**src/common/nts_pkg.sv**
```systemverilog
package nts_pkg;
    // Synchronised pin vector positions.
    localparam int PIN_W = 7;
    localparam int PIN_SS_N = 0;
    localparam int PIN_SCLK = 1;
    localparam int PIN_MOSI = 2;
    localparam int PIN_AM = 3;
    localparam int PIN_PM = 4;
    localparam int PIN_EFD = 5;
    localparam int PIN_FC = 6;
    // Receiver channel selection codes.
    localparam logic [1:0] CHAN_BOTH = 2'h0;
    localparam logic [1:0] CHAN_AM = 2'h1;
    localparam logic [1:0] CHAN_PM = 2'h2;
    // Sub-carrier stream timing: dividers in carrier cycles, SCP_* in sub-carrier periods, EOR_SILENT in periods.
    localparam logic [6:0] SCF_BASE_DIV = 7'h40;
    localparam logic [3:0] SCP_MIN = 4'h2;
    localparam logic [3:0] SCP_MAX = 4'h8;
    localparam logic [3:0] EOR_SILENT = 4'h8;
    localparam logic [7:0] TX_BASE_DIV = 8'h80;
    // Type A custom frame enable bits of the Type A settings byte.
    localparam int CFG_CUSTOM_LO = 6;
    localparam int CFG_CUSTOM_HI = 7;
    localparam int BYTE_W = 8;
    localparam logic [3:0] BYTE_BITS = 4'h8;
    typedef enum logic [0:0] {RX_IDLE, RX_RUN} nts_rx_state_t;
    typedef enum logic [0:0] {TX_IDLE, TX_RUN} nts_tx_state_t;
endpackage

```
**src/hw/nts_top.sv**
```systemverilog
`timescale 1ns/1ns
// Behaviour
// Rising chip select after command enters transparent
// Host prepares transmitter, receiver and front end
// Transparent: MOSI high drives modulator on
// Transparent: SCLK level drives receiver_active
// Transparent: AM to MISO, PM to IRQ
// Single channel goes to MISO, IRQ low
// Transparent ignores protocol, framing and FIFO settings
// Any SPI command ends transparent mode
// Host gates carrier around each transmit phase
// Field detect enable routes detector to IRQ; code does so in transparent mode only
// Field detect with zero control: low power target
// Host wakes front end on field interrupt
// Stream bits fill FIFO bytes LSB first
// Host selects stream mode and its options
// Host configures analog explicitly for stream mode
// Sub-carrier from carrier/64 up to carrier/8
// Reporting period of two to eight sub-carriers
// First sub-carrier period: start interrupt, first bit
// One FIFO bit per period, one means sub-carrier
// End of receive after over eight silent periods
// Code 01b is carrier/32; code 10b is four periods
// Type A custom frames via two config bits
// Each transmit bit period: one modulates, zero not
// Transmit period code 000b is 128 carrier cycles
// Commit each eight bits and partial at end
module nts_top (
    input wire logic clk,
    input wire logic rst,
    input wire logic spi_ss_n,
    input wire logic spi_sclk,
    input wire logic spi_mosi,
    input wire logic am_demod,
    input wire logic pm_demod,
    input wire logic ext_field_det,
    input wire logic carrier_fc,
    input wire logic transparent_cmd,
    input wire logic [1:0] rx_chan_sel,
    input wire logic ext_field_detect_enable,
    input wire logic [7:0] op_ctrl,
    input wire logic [7:0] type_a_cfg,
    input wire logic stream_mode,
    input wire logic [1:0] subcarrier_freq_sel,
    input wire logic [2:0] reporting_period_sel,
    input wire logic [2:0] tx_bit_period_sel,
    input wire logic tx_start,
    input wire logic tx_byte_valid,
    input wire logic [nts_pkg::BYTE_W-1:0] tx_byte_data,
    input wire logic norm_miso,
    input wire logic norm_miso_oe,
    input wire logic norm_irq,
    input wire logic norm_mod,
    output logic miso_out_reg,
    output logic miso_oe_reg,
    output logic irq_reg,
    output logic mod_on_reg,
    output logic receiver_active_reg,
    output logic transparent_reg,
    output logic low_power_target_reg,
    output logic custom_frame_reg,
    output logic rx_sor_reg,
    output logic rx_eor_reg,
    output logic rx_byte_valid_reg,
    output logic [nts_pkg::BYTE_W-1:0] rx_byte_data_reg,
    output logic [3:0] rx_byte_bits_reg,
    output logic tx_byte_take_reg,
    output logic tx_busy_reg
);
    import nts_pkg::*;

    // Pin synchronisers; stage one feeds stage two only.
    logic [PIN_W-1:0] pin_raw;
    logic [PIN_W-1:0] pin_s1_reg;
    logic [PIN_W-1:0] pin_s2_reg;
    logic [PIN_W-1:0] pin_s3_reg;

    assign pin_raw = {carrier_fc, ext_field_det, pm_demod, am_demod,
        spi_mosi, spi_sclk, spi_ss_n};

    genvar gi;
    generate
        for (gi = 0; gi < PIN_W; gi = gi + 1) begin : g_sync
            always_ff @(posedge clk or posedge rst) begin
                if (rst) begin
                    pin_s1_reg[gi] <= 1'b0;
                    pin_s2_reg[gi] <= 1'b0;
                    pin_s3_reg[gi] <= 1'b0;
                end else begin
                    pin_s1_reg[gi] <= pin_raw[gi];
                    pin_s2_reg[gi] <= pin_s1_reg[gi];
                    pin_s3_reg[gi] <= pin_s2_reg[gi];
                end
            end
        end
    endgenerate

    logic ss_s;
    logic ss_rise;
    logic fc_tick;
    logic sc_edge;
    assign ss_s = pin_s2_reg[PIN_SS_N];
    assign ss_rise = ss_s && !pin_s3_reg[PIN_SS_N];
    assign fc_tick = pin_s2_reg[PIN_FC] && !pin_s3_reg[PIN_FC];
    // The AM demodulator output carries the digitised sub-carrier.
    assign sc_edge = pin_s2_reg[PIN_AM] && !pin_s3_reg[PIN_AM];

    // Transparent mode entry and exit.
    logic armed_reg;
    always_ff @(posedge clk or posedge rst) begin
        if (rst) begin
            armed_reg <= 1'b0;
        end else if (transparent_cmd) begin
            armed_reg <= 1'b1;
        end else if (ss_rise) begin
            armed_reg <= 1'b0;
        end
    end

    always_ff @(posedge clk or posedge rst) begin
        if (rst) begin
            transparent_reg <= 1'b0;
        end else if (!ss_s) begin
            // A falling select starts a new command and drops the mode.
            transparent_reg <= 1'b0;
        end else if (ss_rise && armed_reg) begin
            transparent_reg <= 1'b1;
        end
    end

    // Pin multiplexing.
    logic irq_next;
    logic miso_next;
    always_comb begin
        miso_next = norm_miso;
        irq_next = norm_irq;
        if (transparent_reg) begin
            miso_next = pin_s2_reg[PIN_AM];
            irq_next = pin_s2_reg[PIN_PM];
            if (rx_chan_sel == CHAN_PM) begin
                miso_next = pin_s2_reg[PIN_PM];
            end
            if (rx_chan_sel != CHAN_BOTH) begin
                irq_next = 1'b0;
            end
            if (ext_field_detect_enable) begin
                irq_next = pin_s2_reg[PIN_EFD];
            end
        end
    end

    always_ff @(posedge clk or posedge rst) begin
        if (rst) begin
            miso_out_reg <= 1'b0;
            miso_oe_reg <= 1'b0;
            irq_reg <= 1'b0;
        end else begin
            miso_out_reg <= miso_next;
            miso_oe_reg <= transparent_reg || norm_miso_oe;
            irq_reg <= irq_next;
        end
    end

    always_ff @(posedge clk or posedge rst) begin
        if (rst) begin
            receiver_active_reg <= 1'b0;
            low_power_target_reg <= 1'b0;
            custom_frame_reg <= 1'b0;
        end else begin
            receiver_active_reg <= transparent_reg &&
                pin_s2_reg[PIN_SCLK];
            low_power_target_reg <= ext_field_detect_enable &&
                op_ctrl == 8'h00;
            custom_frame_reg <= type_a_cfg[CFG_CUSTOM_HI] ||
                type_a_cfg[CFG_CUSTOM_LO];
        end
    end

    // Stream logic runs only outside transparent mode.
    logic stream_go;
    assign stream_go = stream_mode && !transparent_reg;

    // Reporting period length in carrier cycles.
    logic [6:0] sc_div;
    logic [3:0] scp_n;
    logic [9:0] rp_len;
    always_comb begin
        sc_div = SCF_BASE_DIV >> subcarrier_freq_sel;
        scp_n = {1'b0, reporting_period_sel} + SCP_MIN;
        if (scp_n > SCP_MAX) begin
            scp_n = SCP_MAX;
        end
        rp_len = 10'({3'h0, sc_div} * {6'h0, scp_n});
    end

    logic [9:0] rp_cnt_reg;
    logic rp_end;
    assign rp_end = stream_go && fc_tick && rp_cnt_reg == rp_len - 10'h1;
    always_ff @(posedge clk or posedge rst) begin
        if (rst) begin
            rp_cnt_reg <= '0;
        end else if (!stream_go) begin
            rp_cnt_reg <= '0;
        end else if (rp_end) begin
            rp_cnt_reg <= '0;
        end else if (fc_tick) begin
            rp_cnt_reg <= rp_cnt_reg + 10'h1;
        end
    end

    // An edge in the closing cycle still counts for that period.
    logic seen_reg;
    logic seen_now;
    assign seen_now = seen_reg || sc_edge;
    always_ff @(posedge clk or posedge rst) begin
        if (rst) begin
            seen_reg <= 1'b0;
        end else if (rp_end || !stream_go) begin
            seen_reg <= 1'b0;
        end else if (sc_edge) begin
            seen_reg <= 1'b1;
        end
    end

    nts_rx_state_t rx_state_reg;
    logic [3:0] silent_reg;
    logic rx_push;
    logic rx_stop;
    logic rx_begin;
    assign rx_begin = rp_end && rx_state_reg == RX_IDLE && seen_now;
    assign rx_push = rx_begin || (rp_end && rx_state_reg == RX_RUN);
    assign rx_stop = rp_end && rx_state_reg == RX_RUN && !seen_now &&
        silent_reg == EOR_SILENT;

    always_ff @(posedge clk or posedge rst) begin
        if (rst) begin
            rx_state_reg <= RX_IDLE;
            silent_reg <= 4'h0;
        end else if (!stream_go) begin
            rx_state_reg <= RX_IDLE;
            silent_reg <= 4'h0;
        end else begin
            case (rx_state_reg)
                RX_IDLE: begin
                    silent_reg <= 4'h0;
                    if (rx_begin) begin
                        rx_state_reg <= RX_RUN;
                    end
                end
                RX_RUN: begin
                    if (rx_stop) begin
                        rx_state_reg <= RX_IDLE;
                        silent_reg <= 4'h0;
                    end else if (rp_end) begin
                        silent_reg <= seen_now ? 4'h0 : silent_reg + 4'h1;
                    end
                end
                default: begin
                    rx_state_reg <= RX_IDLE;
                end
            endcase
        end
    end

    always_ff @(posedge clk or posedge rst) begin
        if (rst) begin
            rx_sor_reg <= 1'b0;
            rx_eor_reg <= 1'b0;
        end else begin
            rx_sor_reg <= rx_begin;
            rx_eor_reg <= rx_stop;
        end
    end

    nts_pack u_pack (
        .clk(clk),
        .rst(rst),
        .push(rx_push),
        .bit_in(seen_now),
        .flush(rx_stop),
        .byte_valid_reg(rx_byte_valid_reg),
        .byte_data_reg(rx_byte_data_reg),
        .byte_bits_reg(rx_byte_bits_reg)
    );

    // Stream transmitter, one FIFO bit per transmit bit period.
    logic [7:0] tx_len;
    assign tx_len = TX_BASE_DIV >> tx_bit_period_sel;

    nts_tx_state_t tx_state_reg;
    logic [7:0] tx_cnt_reg;
    logic [2:0] tx_idx_reg;
    logic [BYTE_W-1:0] tx_sh_reg;
    logic tx_bit_end;
    logic tx_load;
    assign tx_bit_end = tx_state_reg == TX_RUN && fc_tick &&
        tx_cnt_reg == tx_len - 8'h1;
    assign tx_load = tx_byte_valid && ((tx_state_reg == TX_IDLE &&
        tx_start && stream_go) || (tx_bit_end && tx_idx_reg == 3'h7));

    always_ff @(posedge clk or posedge rst) begin
        if (rst) begin
            tx_state_reg <= TX_IDLE;
            tx_cnt_reg <= 8'h00;
            tx_idx_reg <= 3'h0;
            tx_sh_reg <= '0;
        end else if (!stream_go) begin
            tx_state_reg <= TX_IDLE;
            tx_cnt_reg <= 8'h00;
        end else begin
            case (tx_state_reg)
                TX_IDLE: begin
                    if (tx_load) begin
                        tx_state_reg <= TX_RUN;
                        tx_sh_reg <= tx_byte_data;
                        tx_idx_reg <= 3'h0;
                        tx_cnt_reg <= 8'h00;
                    end
                end
                TX_RUN: begin
                    if (tx_load) begin
                        tx_sh_reg <= tx_byte_data;
                        tx_idx_reg <= 3'h0;
                        tx_cnt_reg <= 8'h00;
                    end else if (tx_bit_end && tx_idx_reg == 3'h7) begin
                        tx_state_reg <= TX_IDLE;
                        tx_cnt_reg <= 8'h00;
                    end else if (tx_bit_end) begin
                        // Shift right so the first bit sent is the LSB.
                        tx_sh_reg <= tx_sh_reg >> 1;
                        tx_idx_reg <= tx_idx_reg + 3'h1;
                        tx_cnt_reg <= 8'h00;
                    end else if (fc_tick) begin
                        tx_cnt_reg <= tx_cnt_reg + 8'h1;
                    end
                end
                default: begin
                    tx_state_reg <= TX_IDLE;
                end
            endcase
        end
    end

    always_ff @(posedge clk or posedge rst) begin
        if (rst) begin
            mod_on_reg <= 1'b0;
            tx_byte_take_reg <= 1'b0;
            tx_busy_reg <= 1'b0;
        end else begin
            tx_byte_take_reg <= tx_load && stream_go;
            tx_busy_reg <= tx_state_reg == TX_RUN;
            if (transparent_reg) begin
                mod_on_reg <= pin_s2_reg[PIN_MOSI];
            end else if (tx_state_reg == TX_RUN) begin
                mod_on_reg <= tx_sh_reg[0];
            end else begin
                mod_on_reg <= norm_mod;
            end
        end
    end

    trans_enter_a: assert property (
        @(posedge clk) disable iff (rst)
        ss_rise && armed_reg |=> transparent_reg)
        else $error("transparent mode not entered on select rise");
    trans_exit_a: assert property (
        @(posedge clk) disable iff (rst)
        !ss_s |=> !transparent_reg)
        else $error("transparent mode kept with select low");
    mod_mosi_a: assert property (
        @(posedge clk) disable iff (rst)
        transparent_reg |=> mod_on_reg == $past(pin_s2_reg[PIN_MOSI]))
        else $error("modulator does not follow data in");
    rx_sclk_a: assert property (
        @(posedge clk) disable iff (rst)
        transparent_reg |=>
        receiver_active_reg == $past(pin_s2_reg[PIN_SCLK]))
        else $error("receiver enable does not follow clock pin");
    single_chan_a: assert property (
        @(posedge clk) disable iff (rst)
        transparent_reg && rx_chan_sel != CHAN_BOTH &&
        !ext_field_detect_enable |=> !irq_reg)
        else $error("interrupt pin not low with one channel");
    efd_irq_a: assert property (
        @(posedge clk) disable iff (rst)
        transparent_reg && ext_field_detect_enable |=>
        irq_reg == $past(pin_s2_reg[PIN_EFD]))
        else $error("field detector not on interrupt pin");
    low_power_a: assert property (
        @(posedge clk) disable iff (rst)
        ext_field_detect_enable && op_ctrl == 8'h00 |=>
        low_power_target_reg)
        else $error("low power target mode not flagged");
    sor_first_a: assert property (
        @(posedge clk) disable iff (rst)
        rx_sor_reg |-> $past(rx_push) && $past(seen_now))
        else $error("start of receive without first one bit");
    eor_silent_a: assert property (
        @(posedge clk) disable iff (rst)
        rx_eor_reg |-> $past(silent_reg) == EOR_SILENT)
        else $error("end of receive at wrong silent count");
    tx_idle_a: assert property (
        @(posedge clk) disable iff (rst)
        transparent_reg |=> tx_state_reg == TX_IDLE)
        else $error("stream transmit active in transparent mode");
    tx_len_a: assert property (
        @(posedge clk) disable iff (rst)
        tx_bit_period_sel == 3'h0 |-> tx_len == TX_BASE_DIV)
        else $error("transmit bit period code zero not 128");
endmodule

```
**src/hw/nts_pack.sv**
```systemverilog
`timescale 1ns/1ns
module nts_pack (
    input wire logic clk,
    input wire logic rst,
    input wire logic push,
    input wire logic bit_in,
    input wire logic flush,
    output logic byte_valid_reg,
    output logic [nts_pkg::BYTE_W-1:0] byte_data_reg,
    output logic [3:0] byte_bits_reg
);
    import nts_pkg::*;

    logic [BYTE_W-1:0] acc_reg;
    logic [BYTE_W-1:0] acc_next;
    logic [3:0] cnt_reg;
    logic [3:0] cnt_next;
    logic commit;

    always_comb begin
        acc_next = acc_reg;
        if (push) begin
            acc_next[cnt_reg[2:0]] = bit_in;
        end
        cnt_next = cnt_reg + {3'h0, push};
        commit = (cnt_next == BYTE_BITS) ||
            (flush && cnt_next != 4'h0);
    end

    always_ff @(posedge clk or posedge rst) begin
        if (rst) begin
            acc_reg <= '0;
            cnt_reg <= 4'h0;
        end else if (commit) begin
            acc_reg <= '0;
            cnt_reg <= 4'h0;
        end else begin
            acc_reg <= acc_next;
            cnt_reg <= cnt_next;
        end
    end

    always_ff @(posedge clk or posedge rst) begin
        if (rst) begin
            byte_valid_reg <= 1'b0;
            byte_data_reg <= '0;
            byte_bits_reg <= 4'h0;
        end else begin
            byte_valid_reg <= commit;
            if (commit) begin
                byte_data_reg <= acc_next;
                byte_bits_reg <= cnt_next;
            end
        end
    end

    pack_lsb_a: assert property (
        @(posedge clk) disable iff (rst)
        push && cnt_reg == 4'h0 && !flush |=> acc_reg[0] == $past(bit_in))
        else $error("first stream bit not at byte bit zero");
endmodule

```
**config.mk**
```make
export PLATFORM = sky130hd
export DESIGN_NAME = nts_top
export DESIGN_NICKNAME = d
export VERILOG_FILES = /design/src/common/nts_pkg.sv /design/src/hw/nts_top.sv /design/src/hw/nts_pack.sv
export SDC_FILE = /design/constraint.sdc
export NUM_CORES = 1
export LEC_CHECK = 0
export ABC_AREA = 1
export BUFFER_PORTS_ARGS = -buffer_cell sky130_fd_sc_hd__buf_4
export CORE_MARGIN = 8
export CORE_UTILIZATION = 45
export DETAILED_ROUTE_END_ITERATION = 7
export HOLD_SLACK_MARGIN = 0.06
export PLACE_DENSITY = 0.65
export SLEW_MARGIN = 10
export SYNTH_ARGS = -nofsm -noshare
export SYNTH_HDL_FRONTEND = slang
export SYNTH_SLANG_ARGS = --single-unit
```
**constraint.sdc**
```tcl
create_clock -name clk -period 4 [get_ports clk]
set_input_delay 0.2 -clock clk [delete_from_list [all_inputs] [get_ports clk]]
set_output_delay 0.2 -clock clk [all_outputs]
set_load 0.02 [all_outputs]
```
* Word level (Yosys, flattened, before mapping)
Cells that the tools add are included.
Word-level totals: flip-flop bits (word level) 91, input port bits 52
Cells by class: add/subtract/negate cells 8, multiply operators 1, magnitude comparators 3, equality and inequality tests 14, shift operators 2, muxes and demuxes 54, bitwise gates (word level) 2, reductions and logical operators 43
Operator list (count):
- 2-to-1 mux 8 bit | 12
- one-hot mux 8 bit (2 select lines) | 2
- 2-to-1 mux 10 bit | 3
- 2-to-1 mux 4 bit | 6
- logical AND 1 bit | 23
- 2-to-1 mux 1 bit | 21
- 2-to-1 mux 3 bit | 4
- adder 10 x 1 -> 10 bit, second input constant | 1
- equality test 10 bit | 1
- multiplier 7 x 4 -> 10 bit | 1
- subtractor 10 x 1 -> 10 bit, second input constant | 1
- adder 8 x 1 -> 8 bit, second input constant | 1
- bitwise mux 8 bit | 1
- equality test 4 bit, second input constant | 2
- equality test 8 bit | 1
- zero test 8 bit | 1
- one-hot mux 4 bit (2 select lines) | 1
- right shift 8 x 3 -> 8 bit, first input constant | 1
- subtractor 8 x 1 -> 8 bit, second input constant | 1
- logical OR 1 bit | 7
- right shift 7 x 2 -> 7 bit, first input constant | 1
- zero test 1 bit | 6
- != test 3 bit, second input constant | 2
- != test 6 x 3 -> 1 bit, second input constant | 1
- other kinds (22) | 26

* Depth between registers and ports, before layout
word-level depth 15, depth in mapped cells 32

* Hierarchy
A second synthesis with hierarchy kept.
Second synthesis, totals: cells, all modules 686, area, all modules 5392.7 µm²
Modules (own cells, without submodules):
- nts_top | times used 1, cells each 527, area each 4155.2 µm², seq. area each 1651.6 µm²
- nts_pack | times used 1, cells each 159, area each 1237.4 µm², seq. area each 625.6 µm²

* Worst setup path before layout
Ideal clock, no wire load.
kind input-to-reg, from input reporting_period_sel[1], to register u_pack.byte_data_reg[0] (netlist bit), setup time 0.065 ns, arrival time 4.452 ns, data required time 3.935 ns, path slack -0.517 ns, stages 26, path buffers 2, cell sequence ha_1 nand3_1 ha_1 fa_1 fa_1 inv_1 ha_1 a21oi_1 nand2b_1 nand3_1 nand3_1 nand2_1 nand3_2 nand2_2 buf_6 ha_1 ha_1 xor2_1 nor3_1 inv_1 nor2_1 a21oi_4 inv_2 buf_6 nand2_1 nand2_1
On the way: longest elaborated chain between the ends 14, elaborated cells on any way between the ends 19, those cells by class 3 x add/sub; 1 x mul; 1 x order compare; 2 x eq/ne; 2 x mux; 10 x reduce/logical
RTL lines:
- from (decl) | RTL line nts_top.sv:45 | input wire logic [2:0] reporting_period_sel,
- adder 3 x 2 -> 4 bit * | RTL line nts_top.sv:189 | scp_n = {1'b0, reporting_period_sel} + SCP_MIN;
- greater-than comparator 4 bit | RTL line nts_top.sv:190 | if (scp_n > SCP_MAX) begin
- 2-to-1 mux 4 bit * | RTL line nts_top.sv:190
- multiplier 7 x 4 -> 10 bit * | RTL line nts_top.sv:193 | rp_len = 10'({3'h0, sc_div} * {6'h0, scp_n});
- subtractor 10 x 1 -> 10 bit * | RTL line nts_top.sv:198 | assign rp_end = stream_go && fc_tick && rp_cnt_reg == rp_len - 10'h1;
- equality test 10 bit * | RTL line nts_top.sv:198
- logical AND 1 bit * | RTL line nts_top.sv:198
- logical AND 1 bit (2 in a row) | RTL line nts_top.sv:230 | assign rx_begin = rp_end && rx_state_reg == RX_IDLE && seen_now;
- logical OR 1 bit | RTL line nts_top.sv:231 | assign rx_push = rx_begin || (rp_end && rx_state_reg == RX_RUN);
- adder 4 x 1 -> 4 bit | RTL line nts_pack.sv:25 | cnt_next = cnt_reg + {3'h0, push};
- nonzero test 4 bit | RTL line nts_pack.sv:27 | (flush && cnt_next != 4'h0);
- logical AND 1 bit | RTL line nts_pack.sv:27
- logical OR 1 bit | RTL line nts_pack.sv:26 | commit = (cnt_next == BYTE_BITS) ||
- to (signal assigned) | RTL line nts_pack.sv:51 | byte_data_reg <= acc_next;
- to (decl) | RTL line nts_pack.sv:9 | output logic [nts_pkg::BYTE_W-1:0] byte_data_reg,
Mark *: on every way between the ends. The rest lies on a longest branch, timed or not. A chain may end at the register's enable or synchronous reset.

* Final worst setup path
from input reporting_period_sel[1], to register u_pack.byte_bits_reg[3]
On the way: longest elaborated chain between the ends 14, elaborated cells on any way between the ends 18, those cells by class 3 x add/sub; 1 x mul; 1 x order compare; 2 x eq/ne; 1 x mux; 10 x reduce/logical
RTL lines:
- adder 3 x 2 -> 4 bit * | RTL line nts_top.sv:189
- greater-than comparator 4 bit | RTL line nts_top.sv:190
- 2-to-1 mux 4 bit * | RTL line nts_top.sv:190
- multiplier 7 x 4 -> 10 bit * | RTL line nts_top.sv:193
- subtractor 10 x 1 -> 10 bit * | RTL line nts_top.sv:198
- equality test 10 bit * | RTL line nts_top.sv:198
- logical AND 1 bit * | RTL line nts_top.sv:198
- logical AND 1 bit (2 in a row) | RTL line nts_top.sv:230
- logical OR 1 bit | RTL line nts_top.sv:231
- adder 4 x 1 -> 4 bit | RTL line nts_pack.sv:25
- nonzero test 4 bit | RTL line nts_pack.sv:27
- logical AND 1 bit | RTL line nts_pack.sv:27
- logical OR 1 bit | RTL line nts_pack.sv:26
- to (signal assigned) | RTL line nts_pack.sv:52 | byte_bits_reg <= cnt_next;
- to (decl) | RTL line nts_pack.sv:10 | output logic [3:0] byte_bits_reg
Marked as above.

==> run_results.csv <==
group,metric,value,unit
power_and_ir_drop,p_int,1.560,mW
clock_network,tritoncts,"built",
power_and_ir_drop,seq_power_share,46.2,%
synth,synth_edf_count,0,
worst_setup_path,critPathMaxFanout,6,
final_layout,diodes,0,
job,max_cap_violations,0,
power_and_ir_drop,clock_power_share,36.0,%
detailed_routing,wirelength,12100,um
power_and_ir_drop,p_sw,0.5909,mW
sta,final.setup.tns,0,ps
clock_network,clock-sinks,91,
worst_setup_path,max_stage_delay,510,ps
sta,min_period,3955,ps
placement,place_area,6057,sq um
detailed_routing,drtIter0Drc,219,
grt,grt_pass1_vias,4467,
clock_network,cts_made_buffers,9,
synth,synth_warnings,0,
sta,setup_viol,0,
floorplan,ios,77,
grt,antenna_found_initial,0,
clock_network,clk-insertion-delay-late,340,ps
floorplan,die_x,122.8,um
floorplan,die_h,122.8,um
floorplan,initial_core_util,45.55,%
final_layout,nFillCells,982,
final_layout,stdcell_area,6733,sq um
synth,synth_seq_cells,91,
status,status,"complete, no violations",
final_layout,multiInputGateArea,2634,sq um
worst_setup_path,cp_common_cell,"ha_4",
synth,synth-async-reset-ratio,100.0,%
final_layout,ff_latch_area,2277,sq um
grt,grt_start_max_net_pins,62,
final_layout,mostFrequentLayoutCell,"nand2_1",
grt,grt_use_total,16.62,%
placement,io_buffers,70,
clock_network,cts_max_path_buffers,2,
placement,hpwl,8704,um
sta,rsz0062_at_grt,"yes",
final_layout,nNetsFinal,845,
synth,synthCells,645,
sta,finalHoldViolations,0,
min_path,hp-class,"in2async",
floorplan,placementRows,39,
synth,seq_area_frac_synth,44.35,%
grt,top_usage_layer,"met2",
power_and_ir_drop,power_density,319.5,nW/um^2
sta,fmax,252.8,MHz
synth,synth_ff_type,"dfrtp_1",
grt,grt_pass1_wl,20360,um
floorplan,core-area,11270,sq um
sta,slew-limit-headroom,30.41,%
synth,synth_cell_types,39,
worst_setup_path,critPathRequiredTime,4230,ps
grt,grtUsageMet2,28.20,%
synth,synth_area,5135,sq um
worst_setup_path,startpoint_type,"primary input",
sta,post-route-period-util,98.88,%
clock_network,clkSlewWorstSetupHoldPaths,60,ps
sta,slew_violations,0,
clock_network,clockRootBuffer,"clkbuf_16",
worst_setup_path,end_kind,"flip-flop",
detailed_routing,ant_nets,0,
detailed_routing,dr.pass1.iters,5,
synth,syn_area_per_cell,7.961,sq um
sta,worstMarginPinSlew,1043,ps
power_and_ir_drop,leakage,3.512,nW
worst_setup_path,slowest_stage,"fa_1",
floorplan,dieArea,15080,sq um
grt,grt-ovfl-total,0,
final_layout,largest_reg_flops,10,
clock_network,htree_levels,3,
power_and_ir_drop,swShare,27.47,%
detailed_routing,vias,4515,
final_layout,area_delta_synth_final,31.12,%
final_layout,most-common-layout-cells,"173 x nand2_1, 103 x buf_4, 91 x dfrtp_1, 84 x inv_1, 57 x nor2_1",
detailed_routing,via_per_inst,4.951,
detailed_routing,drc,0,
worst_setup_path,cp.arrival,4180,ps
grt,use_met1,20.76,%
sta,fin_worst_skew,10.94,ps
synth,synthesis.nets,726,
final_layout,drive_above_1_share,24.32,%
power_and_ir_drop,power_frac_comb,17.7,%
grt,met3_usage,3.772,%
power_and_ir_drop,power,2.151,mW
power_and_ir_drop,ir_drop,0.0002751,V
detailed_routing,wl_per_cell,13.27,um
worst_setup_path,timing_worst_setup_path_type,"in2reg",
placement,place_congestion,0.8413,
through the flow:
step | setup WS, ps | hold WS (ps) | cells | util [%]
after floorplan | -167.7 | 231.4 | 645 | -
after global placement | -288.3 | 309.2 | 869 | 53.74
after detailed placement | -430.3 | 312.2 | 869 | 53.74
after CTS | -2.838 | 70.91 | 908 | 58.59
after global routing | -203.0 | 86.35 | 912 | 59.73
final | 44.70 | 79.75 | 912 | 59.73
what timing repair did:
action	in CTS	in global routing
pin swaps	14	18
hold endpoints to repair	12	0
hold buffers	14	0
resized for setup	13	30
setup endpoints to repair	18	24
gates cloned	1	0
setup buffers	8	5
cell usage after synthesis (2+ instances only):
library cell | instances | area share [%]
a211oi_1 | 2 | 0.29
nor2_4 | 2 | 0.44
nand3_2 | 3 | 0.58
a21oi_1 | 8 | 0.78
buf_2 | 4 | 0.39
fa_1 | 5 | 1.9
inv_1 | 89 | 6.5
clkbuf_1 | 5 | 0.37
xor2_1 | 14 | 2.4
buf_6 | 2 | 0.44
o21ai_2 | 3 | 0.51
nor2_1 | 59 | 4.3
nand3_1 | 56 | 5.5
nand3b_1 | 8 | 1.2
nor3_1 | 13 | 1.3
mux2i_1 | 2 | 0.39
o21ai_1 | 5 | 0.49
inv_2 | 3 | 0.22
or2_2 | 2 | 0.24
dfrtp_1 | 91 | 44
ha_1 | 24 | 5.8
nor4_1 | 2 | 0.24
o21ai_0 | 7 | 0.68
nand2_1 | 191 | 14
o22ai_1 | 3 | 0.37
clkbuf_2 | 2 | 0.19
xnor2_1 | 9 | 1.5
nor2_2 | 3 | 0.37
nand2_2 | 3 | 0.37
buf_4 | 3 | 0.44
nand4_1 | 13 | 1.6
and2_1 | 2 | 0.24
layer usage:
layer	up-vias	share of wire, %
li1	2259	-
met1	2163	45
met2	82	51
met3	11	3.3
met4	0	1.2
met5	-	0
worst paths after layout:
path | from | to | slack [ps] | depth (start not counted)
worst max-delay path | reporting_period_sel[1] | u_pack.byte_bits_reg[3]$_DFFE_PP0P_ | 40 | 29
worst min-delay path | rst | pin_s1_reg[4]$_DFF_PP0_ | 80 | 2
worst max register to register | transparent_reg$_DFFE_PP0P_ | u_pack.byte_bits_reg[3]$_DFFE_PP0P_ | 1120 | 20
worst min register to register | pin_s1_reg[2]$_DFF_PP0_ | pin_s2_reg[2]$_DFF_PP0_ | 340 | 0
max in group asynchronous | rst | tx_cnt_reg[4]$_DFFE_PP0P_ | 2940 | 3
min in group clk | norm_irq | irq_reg$_DFF_PP0_ | 80 | 3
worst max-delay path, delay by kind of cell:
kind | cells | cell delay (ps)
buffers and inverters | 6 | 530
XOR/XNOR | 1 | 170
AND/OR/NAND/NOR | 13 | 1000
AO/OA/AOI/OAI | 2 | 230
adder cells (fa/ha/maj) | 7 | 2060
cell type report:
cell class | instances | share of cell area, %
Multi-Input combinational cell | 446 | 39.12
Sequential cell | 91 | 33.82
Clock buffer | 10 | 3.401
Inverter | 92 | 5.185
Clock inverter | 6 | 0.5947
Tap cell | 143 | 2.658
Timing Repair Buffer | 124 | 15.22
power by group through the flow:
stage	sequential, mW	combinational, mW	clock (mW)
after floorplan	1.01	0.226	0
after global placement	1.01	0.339	0
after detailed placement	1.01	0.353	0
after CTS	0.995	0.370	0.796
after global routing	0.999	0.428	0.836
final	0.995	0.381	0.775
kinds of logic (layout without fill, tap and decap cells):
family	count (synthesis)	count (layout)	share of synthesized area (%)
XOR/XNOR	24	24	4.362
adder cells (fa/ha/maj)	29	29	7.797
buffers and inverters	108	232	8.553
AND/OR/NAND/NOR	360	360	30.75
AO/OA/AOI/OAI	31	31	3.801
multiplexers	2	2	0.3899
flip-flops	91	91	44.35
Note: power is estimated with default switching activity, not from simulation.
